<file path="src/irr_map.svh">
// irr_map.svh: register map, field positions and timing counts of the ir receiver
// assumes a 10 MHz clock and a demodulated receiver pin that is low during a mark
// Operation
// - paddle mode overrides the coding format field, only paddle frames decode
// - format field: 00 16-bit pulse distance, 01 8-bit, 10 rc5, 11 rc6
// - status bit 7 shows paddle fifo not empty, only in paddle mode
// - user code mismatch sets bit 6, write 1 clears it
// - user code mismatch also clears on next frame with correct user code
// - key code mismatch sets bit 5, cleared by write 1 or next correct key
// - repeat code sets bit 4, held until software writes 1
// - interrupt pending bit 2 set on interrupt condition, write 1 clears
// - coded formats interrupt only when user code and key both correct
// - repeats following a bad frame raise no interrupt
// - paddle mode interrupt pending while paddle fifo not empty
// - pulses breaking the selected protocol set receive error bit 0
// - receive error clears on write 1 or a later fully correct frame
// - key register loads on a key value, unchanged by a repeat code
// - pulse distance key register: key in 7:0, inverted key in 15:8
`ifndef IRR_MAP_SVH
`define IRR_MAP_SVH
`define IRR_OFF_CTL 8'h00
`define IRR_OFF_STAT 8'h04
`define IRR_OFF_CC 8'h08
`define IRR_OFF_KDC 8'h0c
`define IRR_OFF_RCC 8'h14
`define IRR_CTL_PME 4
`define IRR_CTL_RXE 3
`define IRR_CTL_IRQE 2
`define IRR_ST_FNE 7
`define IRR_ST_USER_CODE_MISMATCH_PENDING 6
`define IRR_ST_KEY_CODE_MISMATCH_PENDING 5
`define IRR_ST_RCD 4
`define IRR_ST_IIP 2
`define IRR_ST_RECEIVE_ERROR_PENDING 0
`define IRR_CLK_MHZ 10
`define IRR_TICK_US 10
`define IRR_TICK_CYC (`IRR_TICK_US * `IRR_CLK_MHZ)
`define IRR_UP(us) (((us) + `IRR_TICK_US - 1) / `IRR_TICK_US)
`define IRR_DN(us) ((us) / `IRR_TICK_US)
`define IRR_LEAD_MIN `IRR_UP(4000)
`define IRR_DATA_SP_MIN `IRR_UP(3500)
`define IRR_RPT_SP_MIN `IRR_UP(1700)
`define IRR_RPT_SP_MAX `IRR_DN(2800)
`define IRR_ONE_SP_MIN `IRR_UP(1100)
`define IRR_BIT_SP_MIN `IRR_UP(300)
`define IRR_BIT_SP_MAX `IRR_DN(2500)
`define IRR_RUN_MAX `IRR_DN(10000)
`define IRR_PAD_LEAD `IRR_UP(150)
`define IRR_PAD_ONE `IRR_UP(105)
`define IRR_PAD_BITS 20
`define IRR_PD_BITS 32
`define IRR_RC5_UNIT `IRR_DN(889)
`define IRR_RC6_UNIT `IRR_DN(444)
`define IRR_RC5_HALVES 28
`define IRR_RC6_HALVES 52
`endif

</file>
<file path="src/irr_pkg.sv">
// irr_pkg.sv: types shared by the ir receiver modules
// assumes nothing beyond the map header
package irr_pkg;
  typedef enum logic [1:0] {IRR_FMT_PD16 = 2'b00, IRR_FMT_PD8 = 2'b01,
    IRR_FMT_RC5 = 2'b10, IRR_FMT_RC6 = 2'b11} irr_fmt_t;
  typedef enum logic [2:0] {IRR_PD_IDLE = 3'b000, IRR_PD_LEAD = 3'b001,
    IRR_PD_LSP = 3'b010, IRR_PD_BMARK = 3'b011, IRR_PD_BSPACE = 3'b100} irr_pd_st_t;
endpackage

</file>
<file path="src/irr_evt_if.sv">
// irr_evt_if.sv: frame events from a decoder to the register core
// assumes pulses last one clock and data are valid with them
`timescale 1ns/100ps
interface irr_evt_if;
  logic done;
  logic rpt;
  logic err;
  logic [15:0] user;
  logic [19:0] key;
  modport src (output done, rpt, err, user, key);
  modport dst (input done, rpt, err, user, key);
endinterface

</file>
<file path="src/irr_top.sv">
// irr_top.sv: ir remote receiver with register port, flags and paddle fifo
// assumes ir_rx_n is an asynchronous pin, low while carrier is seen
`timescale 1ns/100ps
`include "irr_map.svh"
module irr_top
#(
  parameter int FIFO_DEPTH = 8
)
(
  input wire logic clock,
  input wire logic arst_n,
  input wire logic ir_rx_n,
  input wire logic [7:0] reg_addr,
  input wire logic [31:0] reg_wdata,
  input wire logic reg_we,
  input wire logic reg_re,
  output logic [31:0] reg_rdata,
  output logic irq
);
  localparam int AW = $clog2(FIFO_DEPTH);

  if (FIFO_DEPTH < 2 || (1 << AW) != FIFO_DEPTH)
  begin : g_bad_depth
    $error("FIFO_DEPTH must be a power of two of at least 2");
  end

  ////////////////////////////////////////////////////////////////////////////
  // pin synchroniser and 10 us tick

  logic sync1_q;
  logic sync2_q;
  logic mark;
  logic [6:0] div_q;
  logic tick;

  always_ff @(posedge clock or negedge arst_n)
  begin
    if (!arst_n)
    begin
      sync1_q <= 1'b1;
      sync2_q <= 1'b1;
    end
    else
    begin
      sync1_q <= ir_rx_n;
      sync2_q <= sync1_q;
    end
  end

  assign mark = ~sync2_q;

  always_ff @(posedge clock or negedge arst_n)
  begin
    if (!arst_n)
      div_q <= 7'h00;
    else if (div_q == 7'(`IRR_TICK_CYC - 1))
      div_q <= 7'h00;
    else
      div_q <= div_q + 7'h01;
  end

  assign tick = div_q == 7'(`IRR_TICK_CYC - 1);

  ////////////////////////////////////////////////////////////////////////////
  // control register and decoders

  logic pme_q;
  logic rxe_q;
  logic irqe_q;
  irr_pkg::irr_fmt_t fmt_q;
  logic [15:0] cc_q;
  logic wr_ctl;
  logic wr_stat;
  logic wr_cc;
  logic use_pd;

  assign wr_ctl = reg_we && reg_addr == `IRR_OFF_CTL;
  assign wr_stat = reg_we && reg_addr == `IRR_OFF_STAT;
  assign wr_cc = reg_we && reg_addr == `IRR_OFF_CC;

  always_ff @(posedge clock or negedge arst_n)
  begin
    if (!arst_n)
    begin
      pme_q <= 1'b0;
      rxe_q <= 1'b0;
      irqe_q <= 1'b0;
      fmt_q <= irr_pkg::IRR_FMT_PD16;
    end
    else if (wr_ctl)
    begin
      pme_q <= reg_wdata[`IRR_CTL_PME];
      rxe_q <= reg_wdata[`IRR_CTL_RXE];
      irqe_q <= reg_wdata[`IRR_CTL_IRQE];
      fmt_q <= irr_pkg::irr_fmt_t'(reg_wdata[1:0]);
    end
  end

  always_ff @(posedge clock or negedge arst_n)
  begin
    if (!arst_n)
      cc_q <= 16'h0000;
    else if (wr_cc)
      cc_q <= reg_wdata[15:0];
  end

  // paddle overrides the format field
  assign use_pd = pme_q | ~fmt_q[1];

  irr_evt_if pd_ev ();
  irr_evt_if bi_ev ();

  irr_pd_dec u_pd
  (
    .clock(clock),
    .arst_n(arst_n),
    .en(rxe_q & use_pd),
    .paddle(pme_q),
    .tick(tick),
    .lvl(mark),
    .ev(pd_ev)
  );

  irr_bi_dec u_bi
  (
    .clock(clock),
    .arst_n(arst_n),
    .en(rxe_q & ~use_pd),
    .rc6(fmt_q == irr_pkg::IRR_FMT_RC6),
    .tick(tick),
    .lvl(mark),
    .ev(bi_ev)
  );

  ////////////////////////////////////////////////////////////////////////////
  // event selection and code checks

  logic e_done;
  logic e_rpt;
  logic e_err;
  logic [15:0] e_user;
  logic [19:0] e_key;
  logic user_ok;
  logic key_ok;
  logic coded;
  logic frame_ok;
  logic frame_bad;

  assign e_done = use_pd ? pd_ev.done : bi_ev.done;
  assign e_rpt = use_pd ? pd_ev.rpt : bi_ev.rpt;
  assign e_err = use_pd ? pd_ev.err : bi_ev.err;
  assign e_user = use_pd ? pd_ev.user : bi_ev.user;
  assign e_key = use_pd ? pd_ev.key : bi_ev.key;
  assign coded = ~pme_q;

  always_comb
  begin
    unique case (fmt_q)
      irr_pkg::IRR_FMT_PD16,
      irr_pkg::IRR_FMT_PD8:
      begin
        user_ok = e_user == cc_q;
        key_ok = e_key[7:0] == ~e_key[15:8];
      end
      irr_pkg::IRR_FMT_RC5:
      begin
        user_ok = e_user[4:0] == cc_q[4:0];
        key_ok = 1'b1;
      end
      irr_pkg::IRR_FMT_RC6:
      begin
        user_ok = e_user[7:0] == cc_q[7:0];
        key_ok = 1'b1;
      end
    endcase
  end

  assign frame_ok = e_done & coded & user_ok & key_ok;
  assign frame_bad = coded & ((e_done & ~(user_ok & key_ok)) | e_err);

  ////////////////////////////////////////////////////////////////////////////
  // paddle fifo

  logic [19:0] mem_q [FIFO_DEPTH];
  logic [AW-1:0] wp_q;
  logic [AW-1:0] rp_q;
  logic [AW:0] cnt_q;
  logic fifo_ne;
  logic push;
  logic pop;

  assign fifo_ne = cnt_q != '0;
  assign push = e_done & pme_q & (cnt_q != (AW+1)'(FIFO_DEPTH));
  assign pop = reg_re & (reg_addr == `IRR_OFF_KDC) & pme_q & fifo_ne;

  always_ff @(posedge clock)
  begin
    if (push)
      mem_q[wp_q] <= e_key;
  end

  always_ff @(posedge clock or negedge arst_n)
  begin
    if (!arst_n)
    begin
      wp_q <= '0;
      rp_q <= '0;
      cnt_q <= '0;
    end
    else
    begin
      if (push)
        wp_q <= wp_q + 1'b1;
      if (pop)
        rp_q <= rp_q + 1'b1;
      if (push && !pop)
        cnt_q <= cnt_q + 1'b1;
      else if (pop && !push)
        cnt_q <= cnt_q - 1'b1;
    end
  end

  ////////////////////////////////////////////////////////////////////////////
  // status flags: a hardware set wins over a software clear

  logic user_code_mismatch_pending_q;
  logic key_code_mismatch_pending_q;
  logic rcd_q;
  logic iip_q;
  logic receive_error_pending_q;
  logic last_bad_q;
  logic [7:0] w1c;

  assign w1c = wr_stat ? reg_wdata[7:0] : 8'h00;

  always_ff @(posedge clock or negedge arst_n)
  begin
    if (!arst_n)
    begin
      user_code_mismatch_pending_q <= 1'b0;
      key_code_mismatch_pending_q <= 1'b0;
      rcd_q <= 1'b0;
      receive_error_pending_q <= 1'b0;
    end
    else
    begin
      user_code_mismatch_pending_q <= (user_code_mismatch_pending_q & ~w1c[`IRR_ST_USER_CODE_MISMATCH_PENDING] & ~(e_done & coded & user_ok))
        | (e_done & coded & ~user_ok);
      key_code_mismatch_pending_q <= (key_code_mismatch_pending_q & ~w1c[`IRR_ST_KEY_CODE_MISMATCH_PENDING] & ~(e_done & coded & key_ok))
        | (e_done & coded & ~key_ok);
      rcd_q <= (rcd_q & ~w1c[`IRR_ST_RCD]) | (e_rpt & coded);
      receive_error_pending_q <= (receive_error_pending_q & ~w1c[`IRR_ST_RECEIVE_ERROR_PENDING] & ~frame_ok) | e_err;
    end
  end

  always_ff @(posedge clock or negedge arst_n)
  begin
    if (!arst_n)
      last_bad_q <= 1'b0;
    else if (frame_bad)
      last_bad_q <= 1'b1;
    else if (frame_ok)
      last_bad_q <= 1'b0;
  end

  always_ff @(posedge clock or negedge arst_n)
  begin
    if (!arst_n)
      iip_q <= 1'b0;
    else
      iip_q <= (iip_q & ~w1c[`IRR_ST_IIP]) | frame_ok
        | (e_rpt & coded & ~last_bad_q)
        | (pme_q & (fifo_ne | push));
  end

  assign irq = iip_q & irqe_q;

  ////////////////////////////////////////////////////////////////////////////
  // received code registers

  logic [19:0] key_q;
  logic [15:0] rcc_q;

  always_ff @(posedge clock or negedge arst_n)
  begin
    if (!arst_n)
    begin
      key_q <= 20'h00000;
      rcc_q <= 16'h0000;
    end
    else if (e_done && coded)
    begin
      key_q <= e_key;
      rcc_q <= e_user;
    end
  end

  ////////////////////////////////////////////////////////////////////////////
  // register read port, data one cycle after the strobe

  logic [31:0] rd_d;
  logic [31:0] rd_q;

  always_comb
  begin
    rd_d = 32'h0000_0000;
    unique case (reg_addr)
      `IRR_OFF_CTL:
        rd_d = {27'h0, pme_q, rxe_q, irqe_q, fmt_q};
      `IRR_OFF_STAT:
      begin
        rd_d[`IRR_ST_FNE] = pme_q & fifo_ne;
        rd_d[`IRR_ST_USER_CODE_MISMATCH_PENDING] = user_code_mismatch_pending_q;
        rd_d[`IRR_ST_KEY_CODE_MISMATCH_PENDING] = key_code_mismatch_pending_q;
        rd_d[`IRR_ST_RCD] = rcd_q;
        rd_d[`IRR_ST_IIP] = iip_q;
        rd_d[`IRR_ST_RECEIVE_ERROR_PENDING] = receive_error_pending_q;
      end
      `IRR_OFF_CC:
        rd_d = {16'h0000, cc_q};
      `IRR_OFF_KDC:
        if (pme_q)
          rd_d = fifo_ne ? {12'h000, mem_q[rp_q]} : 32'h0000_0000;
        else
          rd_d = {12'h000, key_q};
      `IRR_OFF_RCC:
        rd_d = {16'h0000, rcc_q};
      default:
        rd_d = 32'h0000_0000;
    endcase
  end

  always_ff @(posedge clock or negedge arst_n)
  begin
    if (!arst_n)
      rd_q <= 32'h0000_0000;
    else if (reg_re)
      rd_q <= rd_d;
    else
      rd_q <= 32'h0000_0000;
  end

  assign reg_rdata = rd_q;
endmodule // irr_top

</file>
<file path="src/irr_pd_dec.sv">
// irr_pd_dec.sv: pulse-distance and paddle frame decoder
// assumes lvl synchronised and high during a mark, tick every 10 us
`timescale 1ns/100ps
`include "irr_map.svh"
module irr_pd_dec
(
  input wire logic clock,
  input wire logic arst_n,
  input wire logic en,
  input wire logic paddle,
  input wire logic tick,
  input wire logic lvl,
  irr_evt_if.src ev
);
  irr_pkg::irr_pd_st_t st_q;
  irr_pkg::irr_pd_st_t st_d;
  logic lvl_q;
  logic [10:0] run_q;
  logic [31:0] sh_q;
  logic [5:0] nb_q;
  logic done_q;
  logic rpt_q;
  logic err_q;
  logic rise;
  logic fall;
  logic take;
  logic bitv;
  logic fin;
  logic rpt;
  logic err;
  assign rise = lvl & ~lvl_q;
  assign fall = ~lvl & lvl_q;

  always_comb
  begin
    st_d = st_q;
    take = 1'b0;
    bitv = 1'b0;
    fin = 1'b0;
    rpt = 1'b0;
    err = 1'b0;
    unique case (st_q)
      irr_pkg::IRR_PD_IDLE:
        if (rise)
          st_d = irr_pkg::IRR_PD_LEAD;
      irr_pkg::IRR_PD_LEAD:
        if (fall)
        begin
          if (run_q < (paddle ? 11'(`IRR_PAD_LEAD) : 11'(`IRR_LEAD_MIN)))
            st_d = irr_pkg::IRR_PD_IDLE;
          else
            st_d = paddle ? irr_pkg::IRR_PD_BSPACE : irr_pkg::IRR_PD_LSP;
        end
      irr_pkg::IRR_PD_LSP:
        if (rise)
        begin
          rpt = (run_q >= 11'(`IRR_RPT_SP_MIN)) && (run_q <= 11'(`IRR_RPT_SP_MAX));
          err = (run_q < 11'(`IRR_DATA_SP_MIN)) && !rpt;
          st_d = (rpt || err) ? irr_pkg::IRR_PD_IDLE : irr_pkg::IRR_PD_BMARK;
        end
      irr_pkg::IRR_PD_BMARK:
        if (fall)
        begin
          st_d = irr_pkg::IRR_PD_BSPACE;
          if (paddle)
          begin
            take = 1'b1;
            bitv = run_q >= 11'(`IRR_PAD_ONE);
            fin = nb_q == 6'(`IRR_PAD_BITS - 1);
            if (fin)
              st_d = irr_pkg::IRR_PD_IDLE;
          end
        end
      irr_pkg::IRR_PD_BSPACE:
        if (rise)
        begin
          st_d = irr_pkg::IRR_PD_BMARK;
          if (!paddle)
          begin
            err = (run_q < 11'(`IRR_BIT_SP_MIN)) || (run_q > 11'(`IRR_BIT_SP_MAX));
            take = !err;
            bitv = run_q >= 11'(`IRR_ONE_SP_MIN);
            fin = nb_q == 6'(`IRR_PD_BITS - 1);
            if (fin || err)
              st_d = irr_pkg::IRR_PD_IDLE;
          end
        end
    endcase
    if (st_q != irr_pkg::IRR_PD_IDLE && st_q != irr_pkg::IRR_PD_LEAD && st_d == st_q
        && run_q == 11'(`IRR_RUN_MAX))
    begin
      err = 1'b1;
      st_d = irr_pkg::IRR_PD_IDLE;
    end
  end

  always_ff @(posedge clock or negedge arst_n)
  begin
    if (!arst_n)
    begin
      st_q <= irr_pkg::IRR_PD_IDLE;
      lvl_q <= 1'b0;
      run_q <= 11'h000;
    end
    else
    begin
      st_q <= en ? st_d : irr_pkg::IRR_PD_IDLE;
      lvl_q <= lvl;
      if (rise || fall)
        run_q <= 11'h000;
      else if (tick && run_q != 11'(`IRR_RUN_MAX))
        run_q <= run_q + 11'h001;
    end
  end

  always_ff @(posedge clock or negedge arst_n)
  begin
    if (!arst_n)
    begin
      sh_q <= 32'h0000_0000;
      nb_q <= 6'h00;
    end
    else if (st_q == irr_pkg::IRR_PD_IDLE)
      nb_q <= 6'h00;
    else if (take)
    begin
      sh_q <= {bitv, sh_q[31:1]};
      nb_q <= nb_q + 6'h01;
    end
  end

  always_ff @(posedge clock or negedge arst_n)
  begin
    if (!arst_n)
    begin
      done_q <= 1'b0;
      rpt_q <= 1'b0;
      err_q <= 1'b0;
    end
    else
    begin
      done_q <= en & fin & ~err;
      rpt_q <= en & rpt & ~paddle;
      err_q <= en & err;
    end
  end

  assign ev.done = done_q;
  assign ev.rpt = rpt_q;
  assign ev.err = err_q;
  assign ev.user = sh_q[15:0];
  assign ev.key = paddle ? sh_q[31:12] : {4'h0, sh_q[31:16]};
endmodule // irr_pd_dec

</file>
<file path="src/irr_bi_dec.sv">
// irr_bi_dec.sv: rc5 and rc6 bi-phase frame decoder
// assumes lvl synchronised and high during a mark, tick every 10 us
`timescale 1ns/100ps
`include "irr_map.svh"
module irr_bi_dec
(
  input wire logic clock,
  input wire logic arst_n,
  input wire logic en,
  input wire logic rc6,
  input wire logic tick,
  input wire logic lvl,
  irr_evt_if.src ev
);
  logic lvl_q;
  logic act_q;
  logic [6:0] sub_q;
  logic [51:0] hb_q;
  logic [5:0] hc_q;
  logic tog_q;
  logic pvld_q;
  logic [15:0] pcode_q;
  logic done_q;
  logic rpt_q;
  logic err_q;
  logic [7:0] user_q;
  logic [7:0] key_q;
  logic [6:0] unit;
  logic full;
  logic [25:0] bad;
  logic [25:0] v6;
  logic [25:0] v5;
  logic [7:0] u;
  logic [7:0] k;
  logic tg;
  logic er;
  logic same;
  assign unit = rc6 ? 7'(`IRR_RC6_UNIT) : 7'(`IRR_RC5_UNIT);
  assign full = act_q && hc_q == (rc6 ? 6'(`IRR_RC6_HALVES) : 6'(`IRR_RC5_HALVES));
  assign same = pvld_q && tg == tog_q && {u, k} == pcode_q;

  // half-bit pairs: rc6 bit is the first half, rc5 bit the second
  for (genvar p = 0; p < 26; p++)
  begin : g_pair
    assign bad[p] = hb_q[2*p] == hb_q[2*p+1];
    assign v6[p] = hb_q[2*p];
    assign v5[p] = hb_q[2*p+1];
  end

  always_comb
  begin
    u = 8'h00;
    k = 8'h00;
    if (rc6)
    begin
      for (int i = 0; i < 8; i++)
      begin
        u[7-i] = v6[10+i];
        k[7-i] = v6[18+i];
      end
      tg = hb_q[16];
      er = (|bad[25:10]) | (|bad[7:4]) | (hb_q[5:0] != 6'h3f) | (|hb_q[7:6]) | ~v6[4]
        | ~bad[8] | ~bad[9] | (hb_q[17] == hb_q[18]);
    end
    else
    begin
      for (int i = 0; i < 5; i++)
        u[4-i] = v5[3+i];
      for (int i = 0; i < 6; i++)
        k[5-i] = v5[8+i];
      tg = v5[2];
      er = (|bad[13:0]) | ~v5[0];
    end
  end

  always_ff @(posedge clock or negedge arst_n)
  begin
    if (!arst_n)
    begin
      lvl_q <= 1'b0;
      act_q <= 1'b0;
      sub_q <= 7'h00;
      hb_q <= 52'h0;
      hc_q <= 6'h00;
    end
    else
    begin
      lvl_q <= lvl;
      if (!en)
        act_q <= 1'b0;
      else if (!act_q)
      begin
        act_q <= lvl & ~lvl_q;
        sub_q <= 7'h00;
        hb_q[0] <= 1'b0;
        hc_q <= rc6 ? 6'h00 : 6'h01;
      end
      else if (full)
        act_q <= 1'b0;
      else if (lvl != lvl_q)
        sub_q <= 7'h00;
      else if (tick)
      begin
        sub_q <= (sub_q == unit - 7'h01) ? 7'h00 : sub_q + 7'h01;
        if (sub_q == (unit >> 1))
        begin
          hb_q[hc_q] <= lvl;
          hc_q <= hc_q + 6'h01;
        end
      end
    end
  end

  always_ff @(posedge clock or negedge arst_n)
  begin
    if (!arst_n)
    begin
      done_q <= 1'b0;
      rpt_q <= 1'b0;
      err_q <= 1'b0;
      user_q <= 8'h00;
      key_q <= 8'h00;
      tog_q <= 1'b0;
      pvld_q <= 1'b0;
      pcode_q <= 16'h0000;
    end
    else
    begin
      done_q <= full & ~er & ~same;
      rpt_q <= full & ~er & same;
      err_q <= full & er;
      if (full && !er)
      begin
        user_q <= u;
        key_q <= k;
        tog_q <= tg;
        pvld_q <= 1'b1;
        pcode_q <= {u, k};
      end
    end
  end

  assign ev.done = done_q;
  assign ev.rpt = rpt_q;
  assign ev.err = err_q;
  assign ev.user = {8'h00, user_q};
  assign ev.key = {12'h000, key_q};
endmodule // irr_bi_dec

</file>
<file path="config.mk">
export PLATFORM = sky130hd
export DESIGN_NAME = irr_top
export DESIGN_NICKNAME = d
export VERILOG_FILES = /design/src/irr_pkg.sv /design/src/irr_evt_if.sv /design/src/irr_top.sv /design/src/irr_pd_dec.sv /design/src/irr_bi_dec.sv
export VERILOG_INCLUDE_DIRS = /design/src
export SDC_FILE = /design/constraint.sdc
export NUM_CORES = 1
export LEC_CHECK = 0
export BUFFER_PORTS_ARGS = -buffer_cell sky130_fd_sc_hd__clkbuf_2
export CAP_MARGIN = 20
export CORE_ASPECT_RATIO = 0.7
export CORE_MARGIN = 2
export CORE_UTILIZATION = 56
export CTS_CLUSTER_DIAMETER = 120
export CTS_CLUSTER_SIZE = 24
export DETAILED_ROUTE_END_ITERATION = 7
export PLACE_DENSITY_LB_ADDON = 0.25
export SLEW_MARGIN = 5
export SYNTH_ARGS = -nofsm -noshare
export SYNTH_HDL_FRONTEND = slang
export SYNTH_HIERARCHICAL = 1
export SYNTH_SLANG_ARGS = --single-unit
export TNS_END_PERCENT = 20
</file>
<file path="constraint.sdc">
create_clock -name clock -period 3.25 [get_ports clock]
set_input_delay 0.4875 -clock clock [delete_from_list [all_inputs] [get_ports clock]]
set_output_delay 0.4875 -clock clock [all_outputs]
set_load 0.02 [all_outputs]
</file>
==> results of run 1 <==
## worst min path at each step
stage                          to  slack [ns]  cells after the start
after detailed placement  sync2_q        0.35                      0
after global routing      sync1_q        0.04                      1
after global placement    sync2_q        0.35                      0
final                     sync1_q        0.05                      1
after CTS                 sync1_q        0.04                      1
after floorplan           cc_q[0]        0.19                      0
## area by class of cell
| type | instances | area [sq um] |
|---|---|---|
| fillers | 2743 | 13700 |
| flip-flops and latches | 406 | 11000 |
| multi-input cells | 970 | 8070 |
| repair buffers | 89 | 696 |
| well taps | 472 | 591 |
| clock buffers | 34 | 584 |
| inverters | 65 | 244 |
## worst max-delay path, stage by stage (launching register included)
cell      delay (ns)
dfstp_2         0.54
inv_1           0.08
ha_1            0.32
or4bb_1         0.48
a211oi_4        0.38
nand4_4         0.13
buf_4           0.30
nor3_1          0.27
mux2_1          0.35
## per-stage QoR
stage	instance area [sq um]	setup TNS, ns
after floorplan	20000	-2.31
after global placement	20600	0
after detailed placement	20600	0
after CTS	21100	0
after global routing	21100	0
final	21100	0
## flip-flops by register name, summed over array words and instances, names as in the netlist, 2 cells and up
register	flops
u_bi/hc_q	6
u_pd/run_q	11
fmt_q	2
div_q	7
cc_q	16
reg_rdata	20
wp_q	3
u_bi/sub_q	7
cnt_q	4
rp_q	3
u_pd/nb_q	6
u_bi/hb_q	52
key_q	20
u_bi/pcode_q	16
u_pd/sh_q	32
mem_q	160
rcc_q	16
u_pd/st_q	3
## routing by layer
metal  routed length, um  vias up  part of all wire, %
met5                   0        -                    0
met4                 489        0                  1.1
met3                3020       38                  6.9
met2               18700      377                   43
met1               21600     6268                   49
li1                    -     5631                    -
## cells by family after synthesis
family	share of synthesized area, %
AO/OA/AOI/OAI	7.51
other	0.0378
flip-flops	55.1
multiplexers	16.3
AND/OR/NAND/NOR	11.0
buffers and inverters	5.20
XOR/XNOR	3.08
adder cells (fa/ha/maj)	1.74
## cells in the final DEF, fill, tap and decap left out, types with 35 or more instances in the layout
cell / count
a21oi_1: 36
clkbuf_2: 48
dfrtp_1: 242
edfxtp_1: 160
inv_1: 63
mux2_1: 53
mux2_2: 94
mux2i_1: 69
mux4_2: 40
nand2_1: 80
nor2_1: 53
nor3_1: 35
nor3_2: 37
o21ai_0: 47
xnor2_1: 58
## power breakdown
group | internal [uW] | switching, uW
sequential | 5330 | 25.0
clock | 1240 | 1590
combinational | 109 | 218
total | 6680 | 1830
==> impl_metrics.toml, run 1 <==
[outcome]
status = "finished, final reports clean"

[timing]
final_max_slew_viol_count = 0
fin_worst_skew_ns = 0.0267
max_slew.worst_pin.slew_ns = 0.807
whs_ns = 0.0451
fin_crit_ns = 2.97
finalCritPeriodShare_pct = 91.3
rsz0062_at_grt = "no"
setup_viol = 0
worst_slack_ns = 0.282
fmax_mhz = 337
relSlewSlack_pct = 46.2
hold_viol_final = 0

[clocking]
cts.path.max_buffers = 3
clock_latency_ns = 0.55
cts_tree = "yes"
numCtsBuffers = 20
hold_buffers = 1
clock-root-buffer = "clkbuf_16"
post_cts_buffers = 0
path_clk_slew_ns = 0.10
cts_max_level = 1
cts_resized = 0
cts_num_sinks = 406

[routing]
num_vias = 12314
drc = 0
detail-route-antenna-nets = 0
wl_per_cell_um = 21.6
first_iter_violations = 1380
drt_wl_total_um = 43900
viasPerCell = 6.05
dr.pass1.iters = 6

[synthesis]
synth_area_leader_cell = "dfrtp_1"
seq_area_frac_synth_pct = 55.1
yosysWarnings = 6
synth_cell_type_count = 93
ys_seq_elements = 406
syn_area_sq_um = 19900
synthArstFlopShare_pct = 60.6
synth_edf_count = 160
ys_top_cells_by_area = "dfrtp_1 (31%), edfxtp_1 (24%), mux2_2 (5.3%)"
synth_top_area_share_pct = 30.7
synth_area_per_cell_sq_um = 12.8
synth_commonest_cells = "dfrtp_1 (244), edfxtp_1 (160), mux2_2 (94)"
synth_ff_type = "dfrtp_1"
synthCells = 1549
yosysMostFrequentCell = "dfrtp_1"

[worst_setup_path]
timing.rr.end = "u_bi/hb_q[21]"
worstPathArrival_ns = 3.40
r2r_start = "sync2_q"
crit_fanout = 27
critPathCaptureType = "flip-flop"
reg2regPathDepth = 8
crit_end = "u_bi/hb_q[21]"
criticalPathCategory = "flip-flop to flip-flop"
crit_path_start = "sync2_q"
critical_path_required_ns = 3.68
r2r_slack_ns = 0.28
start_kind = "flip-flop"

[floorplan]
rows = 57
die_x_um = 229
start_util_pct = 57.1
coreArea_sq_um = 34800
ioPinCount = 78
die_area_sq_um = 37100
die_h_um = 162

[global_routing]
grt_pass1_wl_um = 70000
grt_pass1_vias = 12012
met2_usage_pct = 34.8
grt_busiest_layer = "met1"
gr-total-overflow = 0
grt_max_degree = 94
grt.met3_usage_pct = 4.27
grt.total_usage_pct = 24.2
antenna_found_initial = 0
use_met1_pct = 39.3

[placement]
numPortBuffers = 49
dp_cells = 2001
post-place-ws_ns = 0.225
hpwl_um = 29700
gp_congestion = 0.889

[final_layout]
stdcell_count = 2036
diodes = 0
utilization_pct = 60.8
drive_above_1_share_pct = 20.3
area_delta_synth_final_pct = 6.35
fin_nets = 1624

[worst_hold_path]
min_from = "ir_rx_n"
hold_class = "primary input to flip-flop"

[power]
peakVddDrop_mv = 0.298
power_density_nw_per_um2 = 402
total_power_uw = 8500
leakagePower_uw = 0.00834

[run]
drv_cap = 0
(Power assumes the default switching activity.)
==> run 2, diff against run 1 <==
--- a/config.mk
+++ b/config.mk
@@ -14,7 +14,9 @@
 export CTS_CLUSTER_DIAMETER = 120
 export CTS_CLUSTER_SIZE = 24
 export DETAILED_ROUTE_END_ITERATION = 7
+export MAX_ROUTING_LAYER = met4
 export PLACE_DENSITY_LB_ADDON = 0.25
+export SETUP_SLACK_MARGIN = 0.4
 export SLEW_MARGIN = 5
 export SYNTH_ARGS = -nofsm -noshare
 export SYNTH_HDL_FRONTEND = slang
==> run 2 against run 1 <==
Compared with the run above:
- the flow now finishes with violations (DRC)
- die area stayed put
- fmax is 6.2% higher
- combinational power is 2% higher
- via count is 0.98% higher
- non-clock buffer count is 15 higher
- count of clock-buffer cells in the layout is 2 lower
- flip-flop and latch count stayed put
- sequential share of layout area is 0.44 points lower
- setup slack better by 0.17 ns
- register-to-register slack better by 0.17 ns
- critical path type unchanged
- critical endpoint is now u_bi/hb_q[29]
- highest routed layer unchanged
==> impl_metrics.toml, run 2 (synthesis results as in run 1) <==
[clocking]
cts_tree = "yes"
numCtsBuffers = 20
cts.path.max_buffers = 3
cts_max_level = 1
clock-root-buffer = "clkbuf_16"
clock_latency_ns = 0.54
path_clk_slew_ns = 0.10
cts_num_sinks = 406

[timing]
rsz0062_at_grt = "yes"
final_max_slew_viol_count = 0
fmax_mhz = 358
relSlewSlack_pct = 46.3
whs_ns = 0.0292
fin_crit_ns = 2.80
hold_viol_final = 0
worst_slack_ns = 0.454
setup_viol = 0
finalCritPeriodShare_pct = 86.0
fin_worst_skew_ns = 0.0164
max_slew.worst_pin.slew_ns = 0.800

[floorplan]
start_util_pct = 57.1
die_h_um = 162
rows = 57
coreArea_sq_um = 34800
die_area_sq_um = 37100
die_x_um = 229
ioPinCount = 78

[power]
peakVddDrop_mv = 0.332
p_sw_uw = 1820
sw_frac_of_total_pct = 21.5
combPwrFrac_pct = 3.9
seq_power_share_pct = 63.2
pwr-share-clk_pct = 32.9
leakagePower_uw = 0.00844
intPower_uw = 6650
power_density_nw_per_um2 = 397

[routing]
num_vias = 12435
first_iter_violations = 1449
detail-route-antenna-nets = 0
drc = 6
wl_per_cell_um = 21.9
viasPerCell = 6.06
dr.pass1.iters = 8
drt_wl_total_um = 44900

[final_layout]
utilization_pct = 61.3
largest_register_ffs = 160
reg_top3 = "mem_q: 160 flops, u_bi/hb_q: 52 flops, u_pd/sh_q: 32 flops"
fin_nets = 1639
layout_commonest_cell = "dfrtp_1"
area_delta_synth_final_pct = 7.25
stdcell_count = 2051
fillers = 2699
regMostFlops = "mem_q"
drive_above_1_share_pct = 21.7
final_cell_mix = "dfrtp_1 (242), edfxtp_1 (160), mux2_2 (94)"

[global_routing]
grt.total_usage_pct = 25.1
grt_pass1_wl_um = 70500
gr-total-overflow = 0
grt_max_degree = 81
grt_pass1_vias = 12092
antenna_found_initial = 2

[worst_setup_path]
crit_fanout = 24
worstPathArrival_ns = 3.22
cp_cell_sequence = "inv_1 > ha_4 > or4bb_4 > a211oi_4 > buf_4 > nand4_4 > buf_12 > nor3_1 > mux2_1"
crit_slowest_cell = "dfstp_2"
critPathCaptureType = "flip-flop"
worst_path_largest_cell_delay_ns = 0.53
r2r_slack_ns = 0.45
start_kind = "flip-flop"
criticalPathCategory = "flip-flop to flip-flop"
critical_path_required_ns = 3.67

[worst_hold_path]
hold_class = "primary input to flip-flop"

[run]
drv_cap = 0

[placement]
numPortBuffers = 49
dp_cells = 2011
gp_congestion = 0.890
hpwl_um = 30600
post-place-ws_ns = 0.159

[outcome]
status = "finished with violations"
violations = "DRC"
[run 2: changes by cell type in the layout (fill, tap and decap cells not counted), moves of 2 or more]
cell	delta
buf_12	-2
buf_4	+15
clkbuf_16	+2
nor3_1	-8
nor3_2	+8
[run 2: final cells by class]
cell class | count | area, sq um | area share (%)
Multi-Input combinational cell | 970 | 8140 | 38.1
Antenna cell | 1 | 2.50 | 0.0117
Clock inverter | 1 | 3.75 | 0.0176
Inverter | 65 | 244 | 1.14
Timing Repair Buffer | 104 | 818 | 3.84
Sequential cell | 406 | 11000 | 51.4
Tap cell | 472 | 591 | 2.77
Clock buffer | 32 | 567 | 2.66
[run 2: path summary, 6_finish.rpt]
check,start,end,depth (start not counted)
max,sync2_q,u_bi/hb_q[29],9
min,ir_rx_n,sync1_q,1
max reg2reg,sync2_q,u_bi/hb_q[29],9
min reg2reg,sync1_q,sync2_q,0
max in group asynchronous,arst_n,wp_q[1],3
min in group asynchronous,arst_n,u_pd/run_q[6],2
[run 2: per-layer routing]
metal,part of all wire [%],routed length [um],vias to the layer above,GRT usage (%)
met3,6.5,2910,34,3.92
met5,0,0,-,-
li1,-,-,5648,-
met4,1.2,553,0,3.78
met2,43,19500,378,35.9
met1,49,22000,6375,38.9
[run 2: power groups by stage]
stage | sequential (uW) | combinational [uW] | clock (uW)
finish | 5350 | 334 | 2780
global route | 5360 | 369 | 3030
CTS | 5350 | 335 | 2850
detailed placement | 5460 | 333 | 0
global placement | 5460 | 326 | 0
floorplan | 5450 | 210 | 0
[run 2: metrics by stage]
stage                     instance area, sq um  setup TNS, ns  total power, uW
after global placement                   20600              0             5780
after floorplan                          20000          -1.76             5660
after CTS                                21200              0             8540
after global routing                     21300              0             8760
after detailed placement                 20600              0             5790
final                                    21300              0             8470
[run 2: repair_timing]
item | 4_1_cts | 5_1_grt
pin swaps | 1 | 2
gates resized for setup | 6 | 11
buffers inserted | 1 | 2
cloned | 0 | 2
hold buffers | 1 | 0
endpoints found under the setup margin | 25 | 52
hold endpoints to repair | 75 | 0
[run 2: critical path: cells and delay by family (launching register included)]
family	cells	cell delay, ns
multiplexers	1	0.35
AO/OA/AOI/OAI	1	0.23
AND/OR/NAND/NOR	3	0.83
adder cells (fa/ha/maj)	1	0.29
flip-flops	1	0.53
buffers and inverters	3	0.46
